**config.mk**
```make
export PLATFORM = sky130hd
export DESIGN_NAME = fcs_host
export DESIGN_NICKNAME = d
export VERILOG_FILES = /design/src/design/fcs_pkg.sv /design/src/design/fcs_bus_cycle.sv /design/src/design/fcs_host.sv
export VERILOG_INCLUDE_DIRS = /design/src /design/src/design
export SDC_FILE = /design/constraint.sdc
export NUM_CORES = 1
export LEC_CHECK = 0
export ABC_AREA = 1
export BUFFER_PORTS_ARGS = -buffer_cell sky130_fd_sc_hd__buf_2
export CAP_MARGIN = 20
export CORE_UTILIZATION = 41
export CTS_CLUSTER_DIAMETER = 40
export DETAILED_ROUTE_END_ITERATION = 10
export GPL_ROUTABILITY_DRIVEN = 0
export PLACE_DENSITY = 0.64
export SLEW_MARGIN = 20
export SYNTH_ARGS = -nofsm -noshare
export SYNTH_HDL_FRONTEND = slang
export SYNTH_SLANG_ARGS = --single-unit
```
**constraint.sdc**
```tcl
create_clock -name sys_clk -period 5.6 [get_ports sys_clk]
set_clock_uncertainty 0.15 [all_clocks]
set_input_delay 1.12 -clock sys_clk [delete_from_list [all_inputs] [get_ports sys_clk]]
set_output_delay 1.12 -clock sys_clk [all_outputs]
set_load 0.02 [all_outputs]
```
**src/design/fcs_defs.svh**
```systemverilog
// Command codes, unlock addresses and bus timing counts for the flash command host.
`ifndef FCS_DEFS_SVH
`define FCS_DEFS_SVH
`define FCS_ADDR_UNLOCK1   12'h555
`define FCS_ADDR_UNLOCK2   12'h2aa
`define FCS_ADDR_CFI       12'h055
`define FCS_ADDR_LOCKSTAT  12'h080
`define FCS_DATA_UNLOCK1   8'haa
`define FCS_DATA_UNLOCK2   8'h55
`define FCS_DATA_ERASE_PRE 8'h80
`define FCS_DATA_CHIP_ERA  8'h10
`define FCS_DATA_SECT_ERA  8'h30
`define FCS_DATA_LOCKDOWN  8'h60
`define FCS_DATA_PROGRAM   8'ha0
`define FCS_DATA_DUAL_PROG 8'he0
`define FCS_DATA_SUSPEND   8'hb0
`define FCS_DATA_RESUME    8'h30
`define FCS_DATA_ID_ENTRY  8'h90
`define FCS_DATA_ID_EXIT   8'hf0
`define FCS_DATA_PROT_PROG 8'hc0
`define FCS_DATA_PROT_LOCK 8'h00
`define FCS_DATA_CONFIG    8'hd0
`define FCS_DATA_CFI       8'h98
`define FCS_LOCK_BIT       1
`define FCS_CLK_MHZ        125
`define FCS_STROBE_NS      80
`define FCS_STROBE_CYC     ((`FCS_STROBE_NS * `FCS_CLK_MHZ + 999) / 1000)
`define FCS_BUSY_GUARD     3'd7
`endif

```
**src/design/fcs_pkg.sv**
```systemverilog
// Types shared by the flash command host.
package fcs_pkg;
  // Operations the user side can request.
  typedef enum logic [3:0] {
    FCS_OP_PROGRAM, FCS_OP_DUAL_PROG, FCS_OP_CHIP_ERASE, FCS_OP_SECT_ERASE,
    FCS_OP_LOCKDOWN, FCS_OP_SUSPEND, FCS_OP_RESUME, FCS_OP_ID_ENTRY,
    FCS_OP_ID_EXIT, FCS_OP_ID_EXIT_SHORT, FCS_OP_PROT_PROG, FCS_OP_PROT_LOCK,
    FCS_OP_LOCK_STATUS, FCS_OP_CONFIG, FCS_OP_CFI, FCS_OP_READ
  } fcs_op_t;
endpackage : fcs_pkg

```
**src/design/fcs_bus_cycle.sv**
```systemverilog
// One asynchronous write or read cycle on the flash parallel bus.
`timescale 1ns/10ps
`include "fcs_defs.svh"
module fcs_bus_cycle #(
  parameter int STROBE_CYC = `FCS_STROBE_CYC  // Strobe low time in clock cycles.
) (
  input  wire logic        sys_clk,    // System clock.
  input  wire logic        srst,       // Synchronous reset, active high.
  input  wire logic        start,      // Pulse: begin one cycle.
  input  wire logic        is_read,    // Level: cycle is a read.
  output logic             strobe_n,   // Write or output strobe, active low.
  output logic             sample,     // Pulse: read data may be taken now.
  output logic             done        // Pulse: cycle finished.
);
  logic [7:0] count;                   // Remaining strobe cycles.
  logic       active;                  // A cycle is in progress.
  logic       rd;                      // Current cycle is a read.
  wire        last = active && (count == 8'h00);  // Final strobe cycle.

  // Holds the strobe low for the set count, then releases it.
  always_ff @(posedge sys_clk) begin
    if (srst) begin
      active   <= 1'b0;
      count    <= 8'h00;
      strobe_n <= 1'b1;
      sample   <= 1'b0;
      done     <= 1'b0;
      rd       <= 1'b0;
    end else begin
      sample <= last && rd;
      done   <= last;
      if (start && !active) begin
        active   <= 1'b1;
        rd       <= is_read;
        count    <= 8'(STROBE_CYC - 1);
        strobe_n <= 1'b0;
      end else if (last) begin
        active   <= 1'b0;
        strobe_n <= 1'b1;
      end else if (active) begin
        count <= count - 8'h01;
      end
    end
  end
endmodule : fcs_bus_cycle

```
**src/design/fcs_host.sv**
```systemverilog
// Host controller that issues command sequences to a parallel NOR flash.
// Functional notes
// - Multi-cycle commands begin with the unlock pair.
// - Use F0 for the identification exit.
// - Dual addresses differ only in bit zero.
// - Dual-word program for manufacturing use only.
// - Protection lock data bit one is low.
// - Identification exit follows protection register reads.
`timescale 1ns/10ps
`include "fcs_defs.svh"
module fcs_host
  import fcs_pkg::*;
#(
  parameter int ADDR_W = 21,           // Word address width.
  parameter int DATA_W = 16            // Data bus width.
) (
  input  wire logic              sys_clk,       // System clock, 125 MHz.
  input  wire logic              srst,          // Synchronous reset, active high.
  input  wire logic              req_valid,     // Level: request offered.
  output logic                   req_ready,     // Level: idle, request taken.
  input  wire fcs_pkg::fcs_op_t  req_op,        // Requested operation.
  input  wire logic [ADDR_W-1:0] first_word_address,   // Target or sector address.
  input  wire logic [DATA_W-1:0] first_word_data,      // Data for the first word.
  input  wire logic [DATA_W-1:0] second_word_data,     // Data for the second word.
  input  wire logic              high_volt_ok,  // Level: protection supply at 12V.
  output logic                   resp_valid,    // Pulse: request finished.
  output logic                   resp_error,    // Level with resp_valid: refused.
  output logic [DATA_W-1:0]      resp_data,     // Read data or lock state.
  output logic                   lock_state_bit, // Last block lock bit read.
  output logic                   flash_busy,    // Level: device busy pin seen low.
  output logic [ADDR_W-1:0]      fl_addr,       // Flash address pins.
  output logic [DATA_W-1:0]      fl_dq_out,     // Flash data out.
  output logic                   fl_dq_oe,      // Flash data drive enable.
  input  wire logic [DATA_W-1:0] fl_dq_in,      // Flash data in.
  output logic                   fl_ce_n,       // Chip enable, active low.
  output logic                   fl_we_n,       // Write enable, active low.
  output logic                   fl_oe_n,       // Output enable, active low.
  input  wire logic              fl_ready_in    // Open-drain ready pin, low is busy.
);
  // Sequencer states.
  typedef enum logic [1:0] {FCS_IDLE, FCS_SEND, FCS_WAIT} fcs_state_t;

  fcs_state_t        state;            // Sequencer state.
  fcs_op_t           op;               // Latched operation.
  logic [ADDR_W-1:0] addr;             // Latched user address.
  logic [DATA_W-1:0] d1;               // Latched first data.
  logic [DATA_W-1:0] d2;               // Latched second data.
  logic [2:0]        step;             // Index of the bus cycle being sent.
  logic [DATA_W-1:0] dq_s1;            // Data synchroniser first stage.
  logic [DATA_W-1:0] dq_s2;            // Data synchroniser second stage.
  logic              rdy_s1;           // Ready synchroniser first stage.
  logic              rdy_s2;           // Ready synchroniser second stage.
  logic              id_open;          // Identification mode left open by a protection read.
  logic              cyc_start;        // Pulse to the bus cycle engine.
  logic              cyc_done;         // Bus cycle finished.
  logic              cyc_sample;       // Read data may be taken.
  logic              strobe_n;         // Strobe from the engine.

  // Builds a command address in the low twelve bits, upper bits zero.
  function automatic logic [ADDR_W-1:0] cmd_addr(input logic [11:0] a);
    cmd_addr = {{(ADDR_W-12){1'b0}}, a};
  endfunction : cmd_addr

  // Places a command byte in the low lane with the upper lane zero.
  function automatic logic [DATA_W-1:0] cmd_data(input logic [7:0] d);
    cmd_data = {{(DATA_W-8){1'b0}}, d};
  endfunction : cmd_data

  // Total bus cycles of each operation.
  wire [2:0] op_len =
    (op == FCS_OP_CHIP_ERASE || op == FCS_OP_SECT_ERASE || op == FCS_OP_LOCKDOWN) ? 3'd6 :
    (op == FCS_OP_DUAL_PROG) ? 3'd5 :
    (op == FCS_OP_PROGRAM || op == FCS_OP_PROT_PROG || op == FCS_OP_PROT_LOCK ||
     op == FCS_OP_LOCK_STATUS || op == FCS_OP_CONFIG) ? 3'd4 :
    (op == FCS_OP_ID_ENTRY || op == FCS_OP_ID_EXIT) ? 3'd3 : 3'd1;
  wire single = (op_len == 3'd1);      // One-cycle command without unlock.
  // Third-cycle command byte.
  wire [7:0] third_byte =
    (op == FCS_OP_PROGRAM)    ? `FCS_DATA_PROGRAM :
    (op == FCS_OP_DUAL_PROG)  ? `FCS_DATA_DUAL_PROG :
    (op == FCS_OP_ID_ENTRY || op == FCS_OP_LOCK_STATUS) ? `FCS_DATA_ID_ENTRY :
    (op == FCS_OP_ID_EXIT)    ? `FCS_DATA_ID_EXIT :
    (op == FCS_OP_PROT_PROG || op == FCS_OP_PROT_LOCK) ? `FCS_DATA_PROT_PROG :
    (op == FCS_OP_CONFIG)     ? `FCS_DATA_CONFIG : `FCS_DATA_ERASE_PRE;
  // Sixth-cycle byte of erase and lockdown sequences.
  wire [7:0] sixth_byte =
    (op == FCS_OP_CHIP_ERASE) ? `FCS_DATA_CHIP_ERA :
    (op == FCS_OP_LOCKDOWN)   ? `FCS_DATA_LOCKDOWN : `FCS_DATA_SECT_ERA;
  // Single-cycle command address and data.
  wire [ADDR_W-1:0] single_addr =
    (op == FCS_OP_CFI) ? cmd_addr(`FCS_ADDR_CFI) : (op == FCS_OP_READ) ? addr : '0;
  wire [DATA_W-1:0] single_data =
    (op == FCS_OP_SUSPEND) ? cmd_data(`FCS_DATA_SUSPEND) :
    (op == FCS_OP_RESUME)  ? cmd_data(`FCS_DATA_RESUME) :
    (op == FCS_OP_CFI)     ? cmd_data(`FCS_DATA_CFI) : cmd_data(`FCS_DATA_ID_EXIT);
  // Cycle four and beyond, per operation.
  wire [ADDR_W-1:0] late_addr =
    (op == FCS_OP_DUAL_PROG && step == 3'd4) ? {addr[ADDR_W-1:1], 1'b1} :
    (op == FCS_OP_DUAL_PROG) ? {addr[ADDR_W-1:1], 1'b0} :
    (op == FCS_OP_PROT_LOCK || op == FCS_OP_LOCK_STATUS) ? cmd_addr(`FCS_ADDR_LOCKSTAT) :
    (op == FCS_OP_CONFIG) ? '0 :
    (step == 3'd5 && op == FCS_OP_CHIP_ERASE) ? cmd_addr(`FCS_ADDR_UNLOCK1) :
    (step == 3'd5) ? addr :
    (step == 3'd3 && (op == FCS_OP_CHIP_ERASE || op == FCS_OP_SECT_ERASE || op == FCS_OP_LOCKDOWN)) ?
      cmd_addr(`FCS_ADDR_UNLOCK1) :
    (step == 3'd4) ? cmd_addr(`FCS_ADDR_UNLOCK2) : addr;
  wire [DATA_W-1:0] late_data =
    (op == FCS_OP_DUAL_PROG && step == 3'd4) ? d2 :
    (op == FCS_OP_PROT_LOCK) ? cmd_data(`FCS_DATA_PROT_LOCK) :
    (op == FCS_OP_CONFIG) ? cmd_data({7'h00, d1[0]}) :
    (step == 3'd5) ? cmd_data(sixth_byte) :
    (step == 3'd3 && (op == FCS_OP_CHIP_ERASE || op == FCS_OP_SECT_ERASE || op == FCS_OP_LOCKDOWN)) ?
      cmd_data(`FCS_DATA_UNLOCK1) :
    (step == 3'd4) ? cmd_data(`FCS_DATA_UNLOCK2) : d1;
  // Address and data for the current step.
  wire [ADDR_W-1:0] step_addr =
    single ? single_addr :
    (step == 3'd0 || step == 3'd2) ? cmd_addr(`FCS_ADDR_UNLOCK1) :
    (step == 3'd1) ? cmd_addr(`FCS_ADDR_UNLOCK2) : late_addr;
  wire [DATA_W-1:0] step_data =
    single ? single_data :
    (step == 3'd0) ? cmd_data(`FCS_DATA_UNLOCK1) :
    (step == 3'd1) ? cmd_data(`FCS_DATA_UNLOCK2) :
    (step == 3'd2) ? cmd_data(third_byte) : late_data;
  // Final cycle of status and array reads is a read.
  wire step_read = (op == FCS_OP_READ) || (op == FCS_OP_LOCK_STATUS && step == 3'd3);
  wire last_step = (step == op_len - 3'd1);
  // Whether the operation starts an internal program or erase cycle.
  wire waits_ready = (op == FCS_OP_PROGRAM || op == FCS_OP_DUAL_PROG || op == FCS_OP_CHIP_ERASE ||
                      op == FCS_OP_SECT_ERASE || op == FCS_OP_PROT_PROG || op == FCS_OP_RESUME);
  // Operations still allowed while a protection read has left identification mode open.
  wire id_ok = (req_op == FCS_OP_ID_EXIT || req_op == FCS_OP_ID_EXIT_SHORT ||
                req_op == FCS_OP_LOCK_STATUS || req_op == FCS_OP_READ);
  // Dual program only with the twelve-volt supply, as in a production setup.
  wire refuse = ((req_op == FCS_OP_DUAL_PROG) && !high_volt_ok) ||
                (id_open && !id_ok);

  fcs_bus_cycle u_cycle (
    .sys_clk  (sys_clk),
    .srst     (srst),
    .start    (cyc_start),
    .is_read  (step_read),
    .strobe_n (strobe_n),
    .sample   (cyc_sample),
    .done     (cyc_done)
  );

  // Brings the pin inputs into the clock domain.
  always_ff @(posedge sys_clk) begin
    if (srst) begin
      dq_s1  <= '0;
      dq_s2  <= '0;
      rdy_s1 <= 1'b1;
      rdy_s2 <= 1'b1;
    end else begin
      dq_s1  <= fl_dq_in;
      dq_s2  <= dq_s1;
      rdy_s1 <= fl_ready_in;
      rdy_s2 <= rdy_s1;
    end
  end

  // Steps through the bus cycles of the latched command.
  always_ff @(posedge sys_clk) begin
    if (srst) begin
      state <= FCS_IDLE;
      op <= FCS_OP_READ;
      addr <= '0;
      d1 <= '0;
      d2 <= '0;
      step <= 3'd0;
      cyc_start <= 1'b0;
      req_ready <= 1'b0;
      resp_valid <= 1'b0;
      resp_error <= 1'b0;
      resp_data <= '0;
      lock_state_bit <= 1'b1;
      id_open <= 1'b0;
      flash_busy <= 1'b0;
      fl_addr <= '0;
      fl_dq_out <= '0;
      fl_dq_oe <= 1'b0;
      fl_ce_n <= 1'b1;
      fl_we_n <= 1'b1;
      fl_oe_n <= 1'b1;
    end else begin
      cyc_start <= 1'b0;
      resp_valid <= 1'b0;
      flash_busy <= !rdy_s2;
      fl_ce_n <= strobe_n && !cyc_start;
      fl_we_n <= strobe_n || step_read || state != FCS_SEND;
      fl_oe_n <= strobe_n || !step_read || state != FCS_SEND;
      unique case (state)
        FCS_IDLE: begin
          req_ready <= !req_ready && !req_valid;
          fl_dq_oe <= 1'b0;
          if (req_valid && req_ready) begin
            req_ready <= 1'b0;
            if (refuse) begin
              resp_valid <= 1'b1;
              resp_error <= 1'b1;
            end else begin
              op <= req_op;
              addr <= first_word_address;
              d1 <= first_word_data;
              d2 <= second_word_data;
              step <= 3'd0;
              resp_error <= 1'b0;
              // A status read opens identification mode; only an exit closes it.
              if (req_op == FCS_OP_LOCK_STATUS) begin
                id_open <= 1'b1;
              end else if (req_op == FCS_OP_ID_EXIT || req_op == FCS_OP_ID_EXIT_SHORT) begin
                id_open <= 1'b0;
              end
              state <= FCS_SEND;
              cyc_start <= 1'b1;
            end
          end else begin
            req_ready <= 1'b1;
          end
        end
        FCS_SEND: begin
          fl_addr <= step_addr;
          fl_dq_out <= step_data;
          fl_dq_oe <= !step_read;
          if (cyc_sample) begin
            resp_data <= dq_s2;
            if (op == FCS_OP_LOCK_STATUS) begin
              lock_state_bit <= dq_s2[`FCS_LOCK_BIT];
            end
          end
          if (cyc_done) begin
            if (last_step) begin
              state <= waits_ready ? FCS_WAIT : FCS_IDLE;
              step <= 3'd0;  // Reused as the busy guard counter.
              if (!waits_ready) begin
                resp_valid <= 1'b1;
              end
            end else begin
              step <= step + 3'd1;
              cyc_start <= 1'b1;
            end
          end
        end
        FCS_WAIT: begin
          fl_dq_oe <= 1'b0;
          // The busy pin reaches flash_busy several edges late, so a short guard comes first.
          if (step != `FCS_BUSY_GUARD) begin
            step <= step + 3'd1;
          end else if (rdy_s2 && !flash_busy) begin
            resp_valid <= 1'b1;
            state <= FCS_IDLE;
          end
        end
      endcase
    end
  end
endmodule : fcs_host

```
==> results.md, run 1 <==
| Step | Parameter | This run |
|:---|:---|:---|
| floorplanning | Width of the die | 135 microns |
| logic synthesis | Dominant register cell in the synthesized netlist | dfxtp_1 |
| logic synthesis | Top post-synthesis cells by count | nand2_1, dfxtp_1, inv_1 |
| grt | Global-route usage over all layers | 20.4% |
| floorplanning | Initial core utilization | 41.8% |
| routing | Detailed-route DRC error count | 0 |
| logic synthesis | Synthesized netlist net count | 1084 |
| cells and area | Share of final-layout standard cells stronger than drive strength 1 | 18.2% |
| floorplanning | CORE AREA | 17200 sq um |
| worst hold path | Worst Hold Launch | dq_s1[1] |
| sta | Headroom to the max-slew limit | 30.2% |
| logic synthesis | Syn. warnings | 0 |
| clock tree | Clock sink count | 173 |
| floorplanning | Vertical die dimension | 135 microns |
| setup path | Launching point of the worst reg2reg path | op[1] |
| routing | Number of DRC markers after the initial detailed-route iteration | 393 |
| power and ir drop | Total power density per cell area | 415 nW/um^2 |
| sta | Setup violations, final | 0 |
| place | HPWL after detailed placement | 12800 microns |
| worst hold path | Count of cells along the worst hold path | 2 |
| clock tree | Source-to-sink clock delay at the later pin of the worst-skew pair | 420 ps |
| clock tree | Gates resized, CTS repair | 0 |
| cells and area | Signed area change from the synthesized netlist to the final layout | 20.1% |
| clock tree | CTS Root Buffer Type | clkbuf_16 |
| sta | Fmax | 337 MHz |
| sta | Final Max Slew Viols | 0 |
| grt | Wire length of the first global-routing pass | 28900 microns |
| sta | Portion of the clock cycle consumed by the worst path in the final layout | 53.0% |
| place | Post-placement setup slack | 2200 ps |
| power and ir drop | Max IR drop VDD | 0.219 mV |
| logic synthesis | Cell type contributing the most total cell area after synthesis | dfxtp_1 |
| clock tree | Maximum level of the CTS H-tree | 4 |
| routing | Via count of the routed design | 6540 |
| routing | Router iterations before antenna repair | 5 |
| status | Status | finished clean |
| setup path | Worst-case reg-to-reg path depth | 12 |
| power and ir drop | LEAKAGE | 0.00406 uW |
| sta | Setup ws final | 2630 ps |
| logic synthesis | Average footprint of a synthesized cell | 7.25 sq um |
| clock tree | Number of post-CTS setup repair buffers | 0 |
| sta | Pin slew with the least headroom to its limit | 1050 ps |
| sta | RSZ-0062 raised after global routing | no |
| setup path | Max FO, Critical Path | 58 |
| logic synthesis | Register area share after synthesis | 48.1% |
| logic synthesis | FF+latch count, synth | 173 |
| floorplanning | Number of cell rows | 48 |
| sta | Final-report hold violation count | 0 |
| setup path | Type of element capturing the critical path | register |
| routing | Number of vias per cell | 4.83 |
| cells and area | FF/Latch Area | 3460 sq um |
| logic synthesis | Post-synth EDFFs | 0 |
| run | Total of max-cap violations | 0 |
| setup path | Worst setup path start | req_op[3] |
| place | Quantity of I/O buffers inserted on ports | 139 |
| setup path | Kind of start point of the critical path | input pin |
| logic synthesis | Unique cell type count in the Yosys netlist | 40 |
| logic synthesis | FFs w/ async S/R, synth | 0% |
| logic synthesis | Ranking of synthesized cells by area | dfxtp_1, nand2_1, o21ai_0 |
| sta | Final TNS setup | 0 ps |
| routing | Total Routed Length | 18100 microns |
| grt | Largest net degree at the start of global routing | 59 |
| worst hold path | Type of the most critical hold path | register to register |
| clock tree | Clock tree from TritonCTS | yes |
| sta | Worst Hold Slack | 250 ps |
| cells and area | # fillers | 1784 |
| setup path | Critical path data required time | 5730 ps |
| routing | Remaining antenna violation count | 0 |
| routing | Final routed wire length divided by cell count | 13.4 microns |
| clock tree | Buffer levels on the longest clock path | 2 |
| logic synthesis | Most frequent cell after synthesis | nand2_1 |
| cells and area | Number of nets in the layout | 1207 |
| logic synthesis | Number of standard cells after synthesis | 994 |
| logic synthesis | Cell Area, Synth | 7210 sq um |
| grt | Via count of the first global-routing pass | 5829 |
| sta | Clock period minus worst slack | 2970 ps |
| setup path | Endpoint arrival time on the critical path | 3100 ps |
| cells and area | Footprint of the multi-input gates | 3050 sq um |
| clock tree | CTS hold repair buffers | 0 |
| grt | Initial antenna violation count | 0 |
| clock tree | Clk slew on worst S/H paths | 70 ps |
| logic synthesis | Portion of synthesized cell area occupied by the leading cell type | 48.1% |
| setup path | Setup CP Type | input pin to register |
| grt | Congestion Overflow GR | 0 |
| floorplanning | Number of I/O pins | 140 |
| clock tree | Inserted Clock Buffers | 17 |
| cells and area | Number of antenna diodes | 0 |
| floorplanning | Area enclosed by the die boundary | 18100 sq um |
==> metal layers <==
| metal | routed length (microns) | GRT usage [%] | share of wire, % | up-vias |
|---|---|---|---|---|
| li1 | - | - | - | 3409 |
| met1 | 8560 | 27.6 | 47 | 2917 |
| met2 | 8150 | 31.6 | 45 | 189 |
| met3 | 1080 | 4.77 | 6.0 | 25 |
| met4 | 325 | 7.30 | 1.8 | 0 |
| met5 | 0 | 0 | 0 | - |
==> power breakdown <==
group	leakage (uW)	switching, uW	total (uW)	internal [uW]
Sequential	0.00141	77.3	1470	1390
Clock	0.000286	549	1190	638
Combinational	0.00236	648	935	288
Total	0.00406	1270	3590	2320
==> sequential cells by signal (all words and copies together) (netlist names), 2 cells and up <==
register,count
resp_data,16
u_cycle.count,8
addr,21
fl_addr,21
d2,16
dq_s1,16
op,4
step,3
fl_dq_out,16
state,2
dq_s2,16
d1,16
==> path summary, 6_finish.rpt <==
path                  to  slack [ps]
min reg2reg     dq_s2[1]         250
min             dq_s2[1]         250
max reg2reg  fl_addr[14]        2630
max                op[1]        2630
==> worst max-delay path: stages <==
cell and delay [ps]:
buf_2 100, inv_1 100, nor2_1 50, nand2_1 70
nand2_1 50, nand2_1 80, nand2_1 70, nand2_2 690
inv_1 500, nand2_1 160, o211ai_1 90
==> metrics by stage <==
step           util (%)  total power (uW)  instances  area, sq um
2_1_floorplan         -              2170        994         7210
3_3_place_gp       46.7              2410       1323         8060
3_5_place_dp       46.7              2430       1323         8060
4_1_cts            50.2              3610       1355         8650
5_1_grt            50.2              3800       1355         8650
6_report           50.2              3590       1355         8650
==> cells by family (layout without fill, tap and decap cells) <==
group | Yosys count | after routing | synth area share [%]
fa+ha+maj | 12 | 12 | 2.08
simple gates | 390 | 390 | 22.6
xor+xnor | 4 | 4 | 0.486
buf+inv | 180 | 316 | 9.65
compound gates | 235 | 235 | 17.1
flops | 173 | 173 | 48.1
==> area by class of cell <==
cell class	instances	share of cell area (%)
multi-input combinational	641	35.3
sequential	173	40.0
timing repair buffer	144	8.47
clock inverter	15	2.00
tap	225	3.25
inverter	140	6.07
clock buffer	17	4.92
==> placed cells by master (no fill, tap or decap), drive strengths merged, types with 2 or more instances in the layout <==
| cell type | instances |
|---|---|
| nor3 | 8 |
| nor2 | 130 |
| nand3b | 4 |
| xor2 | 3 |
| a211oi | 3 |
| nand3 | 27 |
| dfxtp | 173 |
| inv | 146 |
| o21ai | 112 |
| a31oi | 4 |
| o211ai | 7 |
| nand2 | 210 |
| a21oi | 96 |
| ha | 12 |
| clkbuf | 17 |
| buf | 144 |
| o22ai | 9 |
| or2 | 2 |
| clkinvlp | 3 |
| nand4 | 7 |
| clkinv | 5 |
No activity file was read; power rests on OpenSTA's default activity.
==> inputs of run 2 (changes only) <==
--- a/config.mk
+++ b/config.mk
@@ -6,7 +6,7 @@
 export SDC_FILE = /design/constraint.sdc
 export NUM_CORES = 1
 export LEC_CHECK = 0
-export ABC_AREA = 1
+export ABC_AREA = 0
 export BUFFER_PORTS_ARGS = -buffer_cell sky130_fd_sc_hd__buf_2
 export CAP_MARGIN = 20
 export CORE_UTILIZATION = 41
==> constraint.sdc (replaced) <==
create_clock -name sys_clk -period 3.05 [get_ports sys_clk]
set_clock_uncertainty 0.15 [all_clocks]
set_input_delay 0.61 -clock sys_clk [delete_from_list [all_inputs] [get_ports sys_clk]]
set_output_delay 0.61 -clock sys_clk [all_outputs]
set_load 0.02 [all_outputs]
==> run 2 against run 1 <==
Net effect:
- core utilization up 1.3 points
- die area shrank 0.65%
- wire length fell by 1.7%
- setup slack got worse by 2400 ps
- hold slack worse by 46 ps
- clock power is 89% higher
- sequential cell count did not move
- critical endpoint is now fl_addr[17]
- sequential share of layout area about the same
==> results.md, run 2 <==
| Step | Parameter | This run | Delta |
|:---|:---|:---|:---|
| logic synthesis | FFs w/ async S/R, synth | 0% | unchanged |
| logic synthesis | FF+latch count, synth | 173 | unchanged |
| cells and area | Number of antenna diodes | 0 | unchanged |
| routing | Remaining antenna violation count | 0 | unchanged |
| sta | Setup ws final | 257 ps | -2370 ps |
| logic synthesis | Top post-synthesis cells by count | nand2_1, dfxtp_1, a21oi_1 |  |
| place | HPWL after detailed placement | 12400 microns | -3.0% |
| grt | Largest net degree at the start of global routing | 95 | +61% |
| logic synthesis | Dominant register cell in the synthesized netlist | dfxtp_1 |  |
| routing | Number of DRC markers after the initial detailed-route iteration | 324 | -18% |
| grt | Initial antenna violation count | 0 | unchanged |
| floorplanning | Width of the die | 134 microns | -0.32% |
| floorplanning | Number of cell rows | 47 | -2.1% |
| clock tree | Clock tree from TritonCTS | yes |  |
| place | Post-placement setup slack | 293 ps | -1900 ps |
| clock tree | Number of post-CTS setup repair buffers | 0 | unchanged |
| grt | GRT met1 Usage | 27.7% | about the same |
| routing | Router iterations before antenna repair | 4 | -1 |
| cells and area | FF/Latch Area | 3460 sq um | unchanged |
| grt | Congestion Overflow GR | 0 | unchanged |
| logic synthesis | Portion of synthesized cell area occupied by the leading cell type | 48.4% | +0.32 points |
| cells and area | # fillers | 1682 | -5.7% |
| cells and area | Number of nets in the layout | 1046 | -13% |
| sta | Portion of the clock cycle consumed by the worst path in the final layout | 91.6% |  |
| power and ir drop | Power share of the sequential group | 40.5% | -0.4 points |
| sta | Final Max Slew Viols | 0 | unchanged |
| power and ir drop | Int Power | 4390 uW | +89% |
| power and ir drop | Switching power | 2250 uW | +76% |
| logic synthesis | Number of standard cells after synthesis | 834 | -16% |
| power and ir drop | LEAKAGE | 0.00359 uW | -12% |
| setup path | Critical path data required time | 3270 ps | -2460 ps |
| floorplanning | Vertical die dimension | 134 microns | -0.32% |
| sta | Final TNS setup | 0 ps | unchanged |
| place | Quantity of I/O buffers inserted on ports | 139 | unchanged |
| logic synthesis | Cell type contributing the most total cell area after synthesis | dfxtp_1 |  |
| sta | Pin slew with the least headroom to its limit | 984 ps | -61.9 ps |
| cells and area | Largest registers | addr x21, fl_addr x21 |  |
| setup path | Type of element capturing the critical path | register |  |
| clock tree | Inserted Clock Buffers | 17 | unchanged |
| setup path | Max FO, Critical Path | 16 | -72% |
| sta | RSZ-0062 raised after global routing | no |  |
| clock tree | Clk slew on worst S/H paths | 70 ps | about the same |
| logic synthesis | Average footprint of a synthesized cell | 8.58 sq um | +18% |
| grt | Met3 track demand over resource | 5.48% | +0.71 points |
| logic synthesis | Ranking of synthesized cells by area | dfxtp_1, nand2_1, a21oi_1 |  |
| power and ir drop | Share of power burned in combinational logic | 25.5% | -0.6 points |
| place | Placed instance area | 8040 sq um | -0.17% |
| floorplanning | Area enclosed by the die boundary | 18000 sq um | -0.65% |
| setup path | Kind of start point of the critical path | register |  |
| cells and area | Post-Route Utilization | 51.5% | +1.3 points |
| sta | Setup violations, final | 0 | unchanged |
| power and ir drop | Max IR drop VDD | 0.527 mV | +140% |
| power and ir drop | Switching portion of total power | 33.9% | -1.6 points |
| routing | Number of vias per cell | 5.13 | +6.3% |
| routing | Detailed-route DRC error count | 0 | unchanged |
| floorplanning | Initial core utilization | 42.6% | +0.76 points |
| logic synthesis | Register area share after synthesis | 48.4% | +0.32 points |
| clock tree | CTS Root Buffer Type | clkbuf_16 |  |
| grt | Via count of the first global-routing pass | 5683 | -2.5% |
| setup path | Setup CP Type | register to register |  |
| power and ir drop | Power share of the clock group | 34.0% | +0.9 points |
| power and ir drop | Total power density per cell area | 766 nW/um^2 | +85% |
| clock tree | Source-to-sink clock delay at the later pin of the worst-skew pair | 430 ps | about the same |
| routing | Final routed wire length divided by cell count | 15.0 microns | +12% |
| clock tree | Maximum level of the CTS H-tree | 4 | unchanged |
| logic synthesis | Syn. warnings | 0 | unchanged |
| routing | Via count of the routed design | 6098 | -6.8% |
| logic synthesis | Cell Area, Synth | 7160 sq um | -0.66% |
| run | Total of max-cap violations | 0 | unchanged |
| grt | Met2 capacity usage during global routing | 31.1% | -0.52 points |
| status | Status | finished clean |  |
| sta | Fmax | 358 MHz |  |
| setup path | Endpoint arrival time on the critical path | 3020 ps | -80 ps |
| floorplanning | CORE AREA | 16800 sq um | -2.4% |
| grt | Most heavily used metal layer in global routing | met2 |  |
| sta | Final-report hold violation count | 0 | unchanged |
| logic synthesis | Post-synth EDFFs | 0 | unchanged |
| logic synthesis | Synthesized netlist net count | 924 | -15% |
| clock tree | Clock sink count | 173 | unchanged |
| clock tree | Buffer levels on the longest clock path | 2 | unchanged |
| sta | Clock period minus worst slack | 2790 ps |  |
| logic synthesis | Unique cell type count in the Yosys netlist | 78 | +95% |
| routing | Total Routed Length | 17800 microns | -1.7% |
| sta | Headroom to the max-slew limit | 34.4% | +4.2 points |
| clock tree | CTS hold repair buffers | 0 | unchanged |
| cells and area | Final design area excluding fillers | 8660 sq um | +0.12% |
| grt | Wire length of the first global-routing pass | 28700 microns | -0.79% |
| cells and area | Share of final-layout standard cells stronger than drive strength 1 | 22.0% | +3.8 points |
| cells and area | Signed area change from the synthesized netlist to the final layout | 21.0% |  |
| floorplanning | Number of I/O pins | 140 | unchanged |
| clock tree | Gates resized, CTS repair | 0 | unchanged |
| logic synthesis | Most frequent cell after synthesis | nand2_1 |  |
| grt | Global-route usage over all layers | 20.3% | -0.054 points |
| cells and area | Leading cell type in the layout, fill and taps excluded | nand2_1 |  |
| cells and area | Most used cells in the layout excluding fill and tap cells | nand2_1, dfxtp_1, buf_2 |  |
| worst hold path | Type of the most critical hold path | input pin to register |  |
| cells and area | Footprint of the multi-input gates | 3390 sq um | +11% |
[run 2: final cells by class]
type	count	share of cell area, %
inverter	20	0.866
timing repair buffer	154	9.65
sequential	173	40.0
multi-input combinational	590	39.2
clock inverter	15	2.27
tap	220	3.18
clock buffer	17	4.91
[run 2: logic make-up (layout without fill, tap and decap cells)]
| logic type | count (synthesis) | count (layout) | synth area share, % |
|---|---|---|---|
| simple gates | 356 | 356 | 23.8 |
| compound gates | 206 | 206 | 19.3 |
| flops | 173 | 173 | 48.4 |
| buf+inv | 71 | 206 | 4.35 |
| fa+ha+maj | 13 | 13 | 2.24 |
| xor+xnor | 10 | 10 | 1.22 |
| mux | 5 | 5 | 0.717 |
[run 2: metrics by stage]
step / power, uW / std cells / hold WS [ps]
global placement: 4400 / 1157 / 249
detailed placement: 4420 / 1157 / 249
global route: 7000 / 1189 / 195
finish: 6630 / 1189 / 204
CTS: 6680 / 1189 / 191
floorplan: 3910 / 834 / 239
[run 2: path summary, 6_finish.rpt]
| kind | from | endpoint | slack [ps] | depth (start not counted) |
|---|---|---|---|---|
| min reg2reg | rdy_s1 | rdy_s2 | 270 | 1 |
| max reg2reg | op[3] | fl_addr[17] | 260 | 7 |
| max | op[3] | fl_addr[17] | 260 | 7 |
| min | fl_ready_in | rdy_s1 | 200 | 2 |
[run 2: per-layer routing]
layer | vias to the layer above | part of all wire (%)
met5 | - | 0
met4 | 0 | 1.5
met3 | 21 | 6.0
met2 | 163 | 44
met1 | 2795 | 49
li1 | 3119 | -
[run 2: power groups by stage]
stage / combinational (uW) / clock [uW] / sequential, uW
after floorplan: 1110 / 0 / 2800
after global placement: 1670 / 0 / 2730
after detailed placement: 1690 / 0 / 2730
after CTS: 1700 / 2300 / 2690
after global routing: 1880 / 2400 / 2720
final: 1690 / 2250 / 2690
[run 2: worst max-delay path, cell delays in order (launching register included)]
cell	delay, ps
dfxtp_1	680
inv_1	160
a32oi_1	300
ha_1	320
and3_1	220
nand3_1	120
o22ai_2	570
a22o_1	210
